**config.mk**
```make
export PLATFORM = sky130hd
export DESIGN_NAME = isodio_top
export DESIGN_NICKNAME = d
export VERILOG_FILES = /design/src/isodio_pkg.sv /design/src/isodio_queue.sv /design/src/isodio_top.sv
export SDC_FILE = /design/constraint.sdc
export NUM_CORES = 1
export LEC_CHECK = 0
export BUFFER_PORTS_ARGS = -buffer_cell sky130_fd_sc_hd__buf_2
export CORE_MARGIN = 2
export CORE_UTILIZATION = 45
export DETAILED_ROUTE_END_ITERATION = 10
export GPL_TIMING_DRIVEN = 0
export PLACE_DENSITY = 0.67
export SLEW_MARGIN = 5
export SYNTH_ARGS = -nofsm -noshare
export SYNTH_HDL_FRONTEND = slang
export SYNTH_HIERARCHICAL = 1
export SYNTH_SLANG_ARGS = --single-unit
```
**constraint.sdc**
```tcl
create_clock -name SYS_CLK -period 2.7 [get_ports SYS_CLK]
set_clock_uncertainty 0.1 [all_clocks]
set_input_delay 0.27 -clock SYS_CLK [delete_from_list [all_inputs] [get_ports SYS_CLK]]
set_output_delay 0.27 -clock SYS_CLK [all_outputs]
set_load 0.02 [all_outputs]
```
**src/isodio_pkg.sv**
```systemverilog
// shared constants and types for the isolated digital i/o block
package isodio_pkg;

	localparam int NUM_IN  = 8;
	localparam int NUM_OUT = 7;

	// register byte offsets (low address byte)
	localparam logic [7:0] OFS_POLARITY = 8'h00;
	localparam logic [7:0] OFS_OUTPUT   = 8'h04;
	localparam logic [7:0] OFS_RAW_IN   = 8'h08;
	localparam logic [7:0] OFS_LATCH    = 8'h0c;
	localparam logic [7:0] OFS_IRQ_STAT = 8'h10;
	localparam logic [7:0] OFS_IRQ_EN   = 8'h14;
	localparam logic [7:0] OFS_IRQ_CLR  = 8'h18;
	localparam logic [7:0] OFS_CMD_PORT = 8'h20;
	localparam logic [7:0] OFS_DATA_PORT = 8'h24;

	// values after reset
	localparam logic [7:0]  POLARITY_RST = 8'h00;
	localparam logic [6:0]  OUTPUT_RST   = 7'h00;
	localparam logic [7:0]  LATCH_RST    = 8'h00;
	localparam logic [7:0]  IRQ_EN_RST   = 8'h00;
	localparam logic [31:0] WORD_ZERO    = 32'h0000_0000;

	// status word bit positions
	localparam int ST_CMD_READY  = 0;
	localparam int ST_DATA_READY = 1;
	localparam int ST_DATA_EMPTY = 2;
	localparam int ST_CONV_BUSY  = 3;

	// queue depth
	localparam int QUEUE_DEPTH = 4;

	// ahb-lite encodings
	localparam logic [1:0] HTRANS_NONSEQ = 2'h2;
	localparam logic       HRESP_OKAY    = 1'h0;

	typedef enum logic [1:0] {
		BUS_IDLE   = 2'b01,
		BUS_RDWAIT = 2'b10
	} isodio_bus_e;

	function automatic logic [31:0] isodio_zext8(input logic [7:0] v);
		return {24'h00_0000, v};
	endfunction : isodio_zext8

endpackage : isodio_pkg

```
**src/isodio_queue.sv**
```systemverilog
// small show-ahead queue with registered head, flags and flush
`timescale 1ns/1ps
module isodio_queue
	import isodio_pkg::*;
#(
	parameter int WIDTH = 32,
	parameter int DEPTH = QUEUE_DEPTH
) (
	input  wire logic             clk,
	input  wire logic             rst,
	input  wire logic             flush,
	input  wire logic             push,
	input  wire logic [WIDTH-1:0] din,
	input  wire logic             pop,
	output logic      [WIDTH-1:0] head,
	output logic                  valid,
	output logic                  full
);
	localparam int AW = $clog2(DEPTH);
	localparam logic [AW:0] CNT_FULL = (AW+1)'(DEPTH);

	logic [WIDTH-1:0] mem [DEPTH];
	logic [AW-1:0]    wr_reg;
	logic [AW-1:0]    rd_reg;
	logic [AW-1:0]    rd_next;
	logic [AW:0]      cnt_reg;
	logic [AW:0]      cnt_next;
	logic             do_push;
	logic             do_pop;

	// a full queue drops the push; the full output warns the writer
	assign do_push = push && (cnt_reg != CNT_FULL);
	assign do_pop  = pop && (cnt_reg != '0);
	assign rd_next = do_pop ? rd_reg + AW'(1) : rd_reg;

	always_comb begin
		cnt_next = cnt_reg;
		if (do_push && !do_pop) begin
			cnt_next = cnt_reg + (AW+1)'(1);
		end else if (do_pop && !do_push) begin
			cnt_next = cnt_reg - (AW+1)'(1);
		end
	end

	always_ff @(posedge clk) begin
		if (do_push) begin
			mem[wr_reg] <= din;
		end
	end

	always_ff @(posedge clk) begin
		if (rst || flush) begin
			wr_reg  <= '0;
			rd_reg  <= '0;
			cnt_reg <= '0;
			valid   <= 1'b0;
			full    <= 1'b0;
			head    <= '0;
		end else begin
			if (do_push) begin
				wr_reg <= wr_reg + AW'(1);
			end
			rd_reg  <= rd_next;
			cnt_reg <= cnt_next;
			valid   <= (cnt_next != '0);
			full    <= (cnt_next == CNT_FULL);
			// bypass when the slot being written becomes the head
			head    <= (do_push && wr_reg == rd_next) ? din : mem[rd_next];
		end
	end

endmodule : isodio_queue

```
**src/isodio_top.sv**
```systemverilog
// isolated digital i/o with latched inputs, open-collector outputs and queues
//
// Overview of operation
// - eight-bit polarity setting per input; 0 active high, 1 active low
// - polarity setting reads back exactly as written
// - bits 0 to 6 of written value switch the seven outputs, 1 means on
// - output state reads back as last written
// - raw input read gives present input levels, polarity not applied
// - eight-bit latched input state honours each channel's polarity
// - latch clear mask: bit 0 clears that channel, bit 1 keeps it
// - status: command ready bit0, data ready bit1, data empty bit2, busy bit3
// - data port read pops next data entry; write empties both queues
`timescale 1ns/1ps
module isodio_top
	import isodio_pkg::*;
(
	input  wire logic        SYS_CLK,
	input  wire logic        SYS_RST,
	input  wire logic        HSEL,
	input  wire logic [31:0] HADDR,
	input  wire logic [1:0]  HTRANS,
	input  wire logic        HWRITE,
	input  wire logic [2:0]  HSIZE,
	input  wire logic [31:0] HWDATA,
	input  wire logic        HREADY,
	output logic      [31:0] HRDATA,
	output logic             HREADYOUT,
	output logic             HRESP,
	input  wire logic [7:0]  ISO_IN,
	output logic      [6:0]  OC_OUT,
	output logic             IRQ,
	output logic             CMD_VALID,
	output logic      [31:0] CMD_DATA,
	input  wire logic        CMD_TAKE,
	input  wire logic        DQ_PUSH,
	input  wire logic [31:0] DQ_DATA,
	output logic             DQ_FULL,
	input  wire logic        CONV_BUSY
);

	////////////////////////////////////////////////////////////////////////
	// bus phase tracking

	isodio_bus_e bus_reg;
	logic        addr_ok;
	logic        wr_pend_reg;
	logic [7:0]  wr_ofs_reg;
	logic [7:0]  rd_ofs_reg;

	logic [7:0]  polarity_reg;
	logic [6:0]  output_reg;
	logic [7:0]  latch_reg;
	logic [7:0]  latch_next;
	logic [7:0]  irq_stat_reg;
	logic [7:0]  irq_en_reg;
	logic [7:0]  active_lvl;
	logic [7:0]  clr_keep;
	logic [7:0]  irq_clr;
	logic [3:0]  status_word;
	logic [31:0] rd_mux;
	logic [31:0] dq_head;
	logic        dq_valid;
	logic        cmd_full;
	logic        wr_fire;
	logic        rd_fire;
	logic        cmd_push;
	logic        dq_pop;
	logic        q_flush;

	// size is not checked: every access is treated as a whole word
	assign addr_ok = HSEL && HREADY && (HTRANS == HTRANS_NONSEQ);
	assign wr_fire = wr_pend_reg;
	assign rd_fire = (bus_reg == BUS_RDWAIT);

	always_ff @(posedge SYS_CLK) begin
		if (SYS_RST) begin
			bus_reg     <= BUS_IDLE;
			wr_pend_reg <= 1'b0;
			wr_ofs_reg  <= 8'h00;
			rd_ofs_reg  <= 8'h00;
		end else begin
			wr_pend_reg <= addr_ok && HWRITE;
			if (addr_ok) begin
				wr_ofs_reg <= HADDR[7:0];
				rd_ofs_reg <= HADDR[7:0];
			end
			unique case (bus_reg)
				BUS_IDLE: begin
					if (addr_ok && !HWRITE) begin
						bus_reg <= BUS_RDWAIT;
					end
				end
				BUS_RDWAIT: begin
					bus_reg <= BUS_IDLE;
				end
			endcase
		end
	end

	// reads take one wait state so a write just before is already visible
	always_ff @(posedge SYS_CLK) begin
		if (SYS_RST) begin
			HREADYOUT <= 1'b1;
			HRDATA    <= WORD_ZERO;
			HRESP     <= HRESP_OKAY;
		end else begin
			HRESP <= HRESP_OKAY;
			if (bus_reg == BUS_IDLE && addr_ok && !HWRITE) begin
				HREADYOUT <= 1'b0;
			end else begin
				HREADYOUT <= 1'b1;
			end
			if (rd_fire) begin
				HRDATA <= rd_mux;
			end
		end
	end

	////////////////////////////////////////////////////////////////////////
	// read decode

	assign status_word[ST_CMD_READY]  = !cmd_full;
	assign status_word[ST_DATA_READY] = dq_valid;
	assign status_word[ST_DATA_EMPTY] = !dq_valid;
	assign status_word[ST_CONV_BUSY]  = CONV_BUSY;

	always_comb begin
		unique case (rd_ofs_reg)
			OFS_POLARITY:  rd_mux = isodio_zext8(polarity_reg);
			OFS_OUTPUT:    rd_mux = isodio_zext8({1'b0, output_reg});
			OFS_RAW_IN:    rd_mux = isodio_zext8(ISO_IN);
			OFS_LATCH:     rd_mux = isodio_zext8(latch_reg);
			OFS_IRQ_STAT:  rd_mux = isodio_zext8(irq_stat_reg);
			OFS_IRQ_EN:    rd_mux = isodio_zext8(irq_en_reg);
			OFS_CMD_PORT:  rd_mux = {28'h000_0000, status_word};
			OFS_DATA_PORT: rd_mux = dq_valid ? dq_head : WORD_ZERO;
			default:       rd_mux = WORD_ZERO;
		endcase
	end

	////////////////////////////////////////////////////////////////////////
	// configuration and output registers

	always_ff @(posedge SYS_CLK) begin
		if (SYS_RST) begin
			polarity_reg <= POLARITY_RST;
		end else if (wr_fire && wr_ofs_reg == OFS_POLARITY) begin
			polarity_reg <= HWDATA[7:0];
		end
	end

	always_ff @(posedge SYS_CLK) begin
		if (SYS_RST) begin
			output_reg <= OUTPUT_RST;
		end else if (wr_fire && wr_ofs_reg == OFS_OUTPUT) begin
			output_reg <= HWDATA[6:0];
		end
	end

	// field drivers: a 1 turns the open-collector transistor on
	always_ff @(posedge SYS_CLK) begin
		if (SYS_RST) begin
			OC_OUT <= OUTPUT_RST;
		end else if (wr_fire && wr_ofs_reg == OFS_OUTPUT) begin
			OC_OUT <= HWDATA[6:0];
		end
	end

	always_ff @(posedge SYS_CLK) begin
		if (SYS_RST) begin
			irq_en_reg <= IRQ_EN_RST;
		end else if (wr_fire && wr_ofs_reg == OFS_IRQ_EN) begin
			irq_en_reg <= HWDATA[7:0];
		end
	end

	////////////////////////////////////////////////////////////////////////
	// input latch

	// xor maps an active-low channel's low level to active
	assign active_lvl = ISO_IN ^ polarity_reg;
	assign clr_keep   = (wr_fire && wr_ofs_reg == OFS_LATCH) ? HWDATA[7:0] : 8'hff;
	// a channel still active wins over its own clear
	assign latch_next = (latch_reg & clr_keep) | active_lvl;

	always_ff @(posedge SYS_CLK) begin
		if (SYS_RST) begin
			latch_reg <= LATCH_RST;
		end else begin
			latch_reg <= latch_next;
		end
	end

	////////////////////////////////////////////////////////////////////////
	// interrupts: a latch bit going from clear to set is the event

	assign irq_clr = (wr_fire && wr_ofs_reg == OFS_IRQ_CLR) ? HWDATA[7:0] : 8'h00;

	always_ff @(posedge SYS_CLK) begin
		if (SYS_RST) begin
			irq_stat_reg <= LATCH_RST;
		end else begin
			irq_stat_reg <= (irq_stat_reg & ~irq_clr) | (latch_next & ~latch_reg);
		end
	end

	always_ff @(posedge SYS_CLK) begin
		if (SYS_RST) begin
			IRQ <= 1'b0;
		end else begin
			IRQ <= |(((irq_stat_reg & ~irq_clr) | (latch_next & ~latch_reg)) & irq_en_reg);
		end
	end

	////////////////////////////////////////////////////////////////////////
	// command and data queues

	assign cmd_push = wr_fire && wr_ofs_reg == OFS_CMD_PORT;
	assign q_flush  = wr_fire && wr_ofs_reg == OFS_DATA_PORT;
	assign dq_pop   = rd_fire && rd_ofs_reg == OFS_DATA_PORT;

	isodio_queue #(
		.WIDTH (32),
		.DEPTH (QUEUE_DEPTH)
	) u_cmd_q (
		.clk   (SYS_CLK),
		.rst   (SYS_RST),
		.flush (q_flush),
		.push  (cmd_push),
		.din   (HWDATA),
		.pop   (CMD_TAKE),
		.head  (CMD_DATA),
		.valid (CMD_VALID),
		.full  (cmd_full)
	);

	isodio_queue #(
		.WIDTH (32),
		.DEPTH (QUEUE_DEPTH)
	) u_data_q (
		.clk   (SYS_CLK),
		.rst   (SYS_RST),
		.flush (q_flush),
		.push  (DQ_PUSH),
		.din   (DQ_DATA),
		.pop   (dq_pop),
		.head  (dq_head),
		.valid (dq_valid),
		.full  (DQ_FULL)
	);
endmodule : isodio_top

```
After elaboration in Yosys (flattened, before gate mapping):

Memory sizes are Yosys's and may differ from the RTL's. A register that Yosys moved wholly into a read port is not among the register bits.
Cells that the tools add are included.

* logic and storage cells: 109
* bits in latches: 0
* memories kept: 2
* bits in writable memories: 256
* input bits: 117
* output and inout bits: 76
* bits in read-only memories: 0
* flip-flop bits (word level): 102

Memory list
* u_cmd_q.mem: words 4, bits a word 32, rd ports 1, clocked after Yosys merged registers in 1, write ports 1, RTL line isodio_queue.sv:22 `logic [WIDTH-1:0] mem [DEPTH];`
* u_data_q.mem: words 4, bits a word 32, rd ports 1, clocked after Yosys merged registers in 1, write ports 1, RTL line isodio_queue.sv:22

* muxes and demuxes: 17
* add/subtract/negate cells: 8
* bitwise gates (word level): 9
* shift operators: 0
* equality and inequality tests: 16
* $mul: 0
* order comparisons: 0
* reductions and logical operators: 36
* div/mod/pow operators: 0

Operator list (count)
* 32-bit one-hot mux with 8 select lines: 1
* 8-bit AND: 4
* 32-bit two-way mux: 1
* 8-bit by 5-bit == test with 1-bit output (second input constant): 3
* 1-bit logical AND: 22
* 8-bit by 4-bit == test with 1-bit output (second input constant): 2
* 8-bit by 6-bit == test with 1-bit output (second input constant): 2
* 8-bit two-way mux: 2
* 8-bit inverter: 2
* 8-bit OR: 2
* 3-bit two-way mux: 4
* 3-bit nonzero test: 4
* 2-bit by 1-bit adder with 2-bit output (second input constant): 4
* 8-bit by 3-bit == test with 1-bit output (second input constant): 1
* 8-bit zero test: 1
* 8-bit OR reduction: 1
* 8-bit XOR: 1
* 1-bit zero test: 7
* 3-bit by 1-bit adder with 3-bit output (second input constant): 2
* 3-bit == test (second input constant): 2
* 2-bit two-way mux: 3
* 3-bit inequality test (second input constant): 2
* 3-bit by 1-bit subtractor with 3-bit output (second input constant): 2
* 1-bit two-way mux: 5
* other kinds (5): 6

Logic depth before layout (Yosys ltp):

* depth in word-level cells: 9
* depth in mapped cells: 11
* gate-level depth less buffers: 8

Modules after synthesis:

Netlist, hierarchy kept.

Modules (own cells, without submodules)
* isodio_queue (u_cmd_q): cells each 424, seq. area each 4664.5 um^2, instances 1, area each 7587.3 um^2
* isodio_queue (u_data_q): cells each 424, seq. area each 4664.5 um^2, instances 1, area each 7572.3 um^2
* isodio_top: cells each 393, seq. area each 1681.6 um^2, instances 1, area each 3672.3 um^2

Worst setup path before layout:

Ideal clock, no wire load.

* path kind: register to register
* start: register, netlist name rd_ofs_reg[7]
* end: memory u_cmd_q.mem[0][0], enable pin
* arrival time: 2132 ps
* setup time: 392 ps
* slack: 76 ps
* clock period less this slack: 2624 ps
* stages on the path, launching flop included: 7
* path buffers: 1
* cell sequence: dfxtp_1 nor2_1 nand3b_2 nor3_1 a21boi_2 buf_2 and2_1

RTL lines (RTL line)
* end, declared: isodio_queue.sv:22

Worst setup path in the final report:

* start: register rd_ofs_reg[3]
* end: register u_data_q.head[26] (read register of u_data_q.mem)

* word-level cells in the longest chain between the ends: 4

Ends and longest elaborated chain
* start, declared: RTL line isodio_top.sv:48 `logic [7:0] rd_ofs_reg;`
* start signal, assigned: RTL line isodio_top.sv:85 `rd_ofs_reg <= HADDR[7:0];`
* 8-bit by 6-bit == test with 1-bit output: RTL line isodio_top.sv:220 `assign dq_pop = rd_fire && rd_ofs_reg == OFS_DATA_PORT;`
* 1-bit logical AND: RTL line isodio_top.sv:220
* via dq_pop: RTL line isodio_top.sv:67 `logic dq_pop;`
* 1-bit logical AND: RTL line isodio_queue.sv:33 `assign do_pop = pop && (cnt_reg != '0);`
* 2-bit two-way mux: RTL line isodio_queue.sv:34 `assign rd_next = do_pop ? rd_reg + AW'(1) : rd_reg;`
* end, declared: RTL line isodio_queue.sv:15 `output logic [WIDTH-1:0] head,`

The timed path passes the listed nets, and every way through them passes these cells.
A chain may end at the register's enable or synchronous reset.

==> qor.txt <==
Run status -> complete, no violations
Placed insts -> 1945
Fraction of layout instances using a drive strength above 1 -> 34.6%
Core Util, Final -> 56.1%
Sort of element at the start of the critical path -> flip-flop
Crit path arrival time -> 2970 ps
I/O pin cnt -> 193
Hold Path Depth -> 3
Max IR drop VDD -> 0.578 mV
Cell repeated most along the worst path -> sky130_fd_sc_hd__buf_4
Reg-to-reg startpoint -> rd_ofs_reg[3]
CP max-delay cell -> sky130_fd_sc_hd__dfxtp_1
Antenna Nets Post-Route -> 0
Worst flop-to-flop path endpoint -> u_data_q/head[26]
Sum of negative setup slack -> 0 ps
Number of cells on the worst reg-to-reg path -> 11
Classification of the worst-slack hold path -> input pin to flip-flop
Register share of total power -> 44.2%
Final Net Count -> 1677
Count of flip-flops with a built-in enable after synthesis -> 256
CTS Buf Count -> 45
Initial core utilization -> 45.8%
Initial antenna violation count -> 2
Endpoint with the worst hold slack -> u_cmd_q/rd_reg[0]
Post-synthesis async set-or-reset flop share -> 0%
Critical path fanouts, max -> 10
Synth Warn # -> 6
Area of the mapped netlist -> 18800 um2
# fillers -> 3327
Average size of a mapped cell -> 15.2 um2
# rows -> 74
Max Root-Sink Buffers -> 3
Kind of critical path -> flip-flop to flip-flop
Number of cells produced by synthesis -> 1241
Ranking of synthesized cells by instance count -> sky130_fd_sc_hd__edfxtp_1 (256), sky130_fd_sc_hd__dfxtp_1 (166), sky130_fd_sc_hd__mux4_2 (126), sky130_fd_sc_hd__mux2i_1 (102), sky130_fd_sc_hd__a21oi_1 (96)
Pins Over Slew Limit -> 0
GRT overflow -> 0
Non-filler cells, final -> 2117
DRC -> 0
Count of clock tree sinks -> 422
Area used by multi-input combinational logic -> 7370 um2
Vertical die dimension -> 209 um
Total internal power -> 12.4 mW
Regs by FF count -> u_cmd_q/mem x128, u_data_q/mem x128
Proportion of total power due to net switching -> 25.8%
TritonCTS clock tree -> yes
Mean routed wirelength per cell -> 22.1 um
Clock period minus final worst setup slack -> 2620 ps
Global-route wire length before repair -> 71900 um
Count of buffering cells on the critical path with inverters included -> 5
Achievable clock frequency -> 382 MHz
Die Wd -> 209 um
Clock transition at the registers of the reported paths -> 60 ps
Max-Cap Viols -> 0
H-tree level count -> 2
Logic gate share of total power -> 18.1%
Number of vias per cell after detailed routing -> 5.74
Core ar. -> 41100 um2
Cell type with the highest aggregate area in the netlist -> sky130_fd_sc_hd__edfxtp_1
Number of hold violations in the final report -> 0
Area taken by flip-flops and latches -> 11000 um2
Sum of net half-perimeters after detailed placement -> 30600 um
Final-report setup violation count -> 0
Critical Path End Type -> flip-flop
Area share of the leading cell type in the synthesized netlist -> 40.8%
Top area cells in the synthesized netlist -> sky130_fd_sc_hd__edfxtp_1 (41%), sky130_fd_sc_hd__dfxtp_1 (18%), sky130_fd_sc_hd__mux4_2 (15%)
Worst-case headroom to the max-slew limit -> 35.3%
Critical-path cell list -> clkbuf_2 > nand3b_4 > nor3_4 > buf_4 > nand3_1 > o31a_1 > buf_4 > and2_1 > buf_2 > buf_6 > a211oi_2
Setup slack after layout -> 83.2 ps
Number of storage elements in the synthesis netlist -> 422
Count of unique library cells instantiated by Yosys -> 62
Clock share of power -> 37.7%
Number of global-route vias before repair -> 12437
Critical path data required time -> 3060 ps
Power per cell area -> 723 nW/um2
Wire length after detailed routing -> 46700 um
Overall track demand over capacity in global routing -> 21.5%
Flip-flop cell with the highest count after synthesis -> sky130_fd_sc_hd__edfxtp_1
DRC violation total after the first TritonRoute iteration -> 901
Number of optimization iterations in the first detailed-route pass -> 5
Syn nets -> 1372
Routability-driven placement congestion ratio -> 0.857
Worst-skew pair later-pin latency -> 570 ps
Biggest cell delay along the critical path -> 300 ps
CP delay by family, top -> buffers and inverters
Fin crit share -> 96.9%
Net switching component of the power -> 4.30 mW
Cell with the most instances after synthesis -> sky130_fd_sc_hd__edfxtp_1
Worst slew pin tran -> 971 ps
Cell at the root of the clock tree -> sky130_fd_sc_hd__clkbuf_16
Number of buffers inserted by port buffering -> 164
Place WS -> -774 ps
Critical Path Source -> rd_ofs_reg[3]
Worst hold slack -> 66.6 ps
Area enclosed by the die boundary -> 43500 um2
Pin count of the biggest net entering global routing -> 26
Sequential share of the synthesized area -> 58.5%
Leakage power figure -> 8.28 nW
Worst hold path startpoint -> CMD_TAKE
Flop2flop setup slack -> 80 ps
Growth of design area from synthesis to finish -> 22.5%
Total via count in the routed design -> 12149
-- area by class of cell --
| type | instances | area share, % |
|---|---|---|
| Buffer | 92 | 2.27 |
| Antenna cell | 2 | 0.0217 |
| Tap cell | 532 | 2.89 |
| Multi-Input combinational cell | 704 | 32.0 |
| Clock inverter | 21 | 0.760 |
| Sequential cell | 422 | 47.8 |
| Clock buffer | 63 | 5.95 |
| Timing Repair Buffer | 259 | 8.03 |
| Inverter | 22 | 0.358 |
-- layout by cell type (no fill, tap or decap), drive strengths merged, types with 4 or more instances in the layout --
cell,count
a22oi,11
xor2,4
a211oi,70
o22ai,6
dlygate4sd3,81
edfxtp,256
ha,14
o21ai,19
o32ai,5
or2,5
mux4,126
nor2,68
nand2,41
xnor2,14
inv,24
nor3,12
a22o,25
nor3b,6
a21oi,96
clkinv,14
mux2i,102
o2111ai,5
and2,12
dfxtp,166
buf,232
a21boi,7
nor2b,7
nand2b,6
nand3,8
clkbuf,101
-- repair_timing --
action / CTS / global route
cloned: 0 / 0
hold endpoints to repair: 339 / 0
hold buffers: 81 / 0
pin swaps: 3 / 4
setup endpoints to repair: 171 / 109
gates resized for setup: 16 / 32
setup buffers: 2 / 4
-- power by group through the flow --
stage | registers [mW] | logic [mW] | clock network, mW
final | 7.37 | 3.02 | 6.29
after global routing | 7.40 | 3.25 | 6.70
after global placement | 7.49 | 2.83 | 0
after CTS | 7.37 | 3.01 | 6.43
after floorplan | 7.63 | 1.96 | 0
after detailed placement | 7.50 | 2.89 | 0
-- how the worst max path moves through the flow --
stage,endpoint,slack (ps),cells past startpoint
floorplan,u_cmd_q/mem[0][0],80,6
global placement,u_cmd_q/mem[2][13],-1020,6
detailed placement,u_data_q/head[9],-770,8
CTS,u_data_q/head[24],10,10
global route,u_data_q/head[24],-5,11
finish,u_data_q/head[26],80,11
-- stage by stage --
| step | total power [mW] | cell area (um2) |
|---|---|---|
| global route | 17.3 | 23100 |
| detailed placement | 10.4 | 20500 |
| floorplan | 9.58 | 18800 |
| finish | 16.7 | 23100 |
| CTS | 16.8 | 22900 |
| global placement | 10.3 | 20300 |
-- cell families (layout without fill, tap and decap cells) --
| kind of cell | after synthesis | in the layout | share of synthesized area, % |
|---|---|---|---|
| multiplexers | 228 | 228 | 20.5 |
| other | 1 | 3 | 0.0199 |
| buffers and inverters | 115 | 457 | 3.14 |
| XOR/XNOR | 18 | 18 | 0.837 |
| AO/OA/AOI/OAI | 262 | 262 | 10.9 |
| flip-flops | 422 | 422 | 58.5 |
| AND/OR/NAND/NOR | 181 | 181 | 5.22 |
| adder cells (fa/ha/maj) | 14 | 14 | 0.930 |
-- tightest hold or removal path, cell delays in order --
cell and delay [ps]:
sky130_fd_sc_hd__buf_2 120, sky130_fd_sc_hd__a21boi_1 90, sky130_fd_sc_hd__o21ba_2 210
-- per-layer routing --
layer / track usage [%] / wire length, um
met5: 0 / 0
met4: 7.12 / 1110
met3: 3.25 / 2720
met2: 35.2 / 22600
met1: 29.6 / 20300
(Power assumes the default switching activity.)
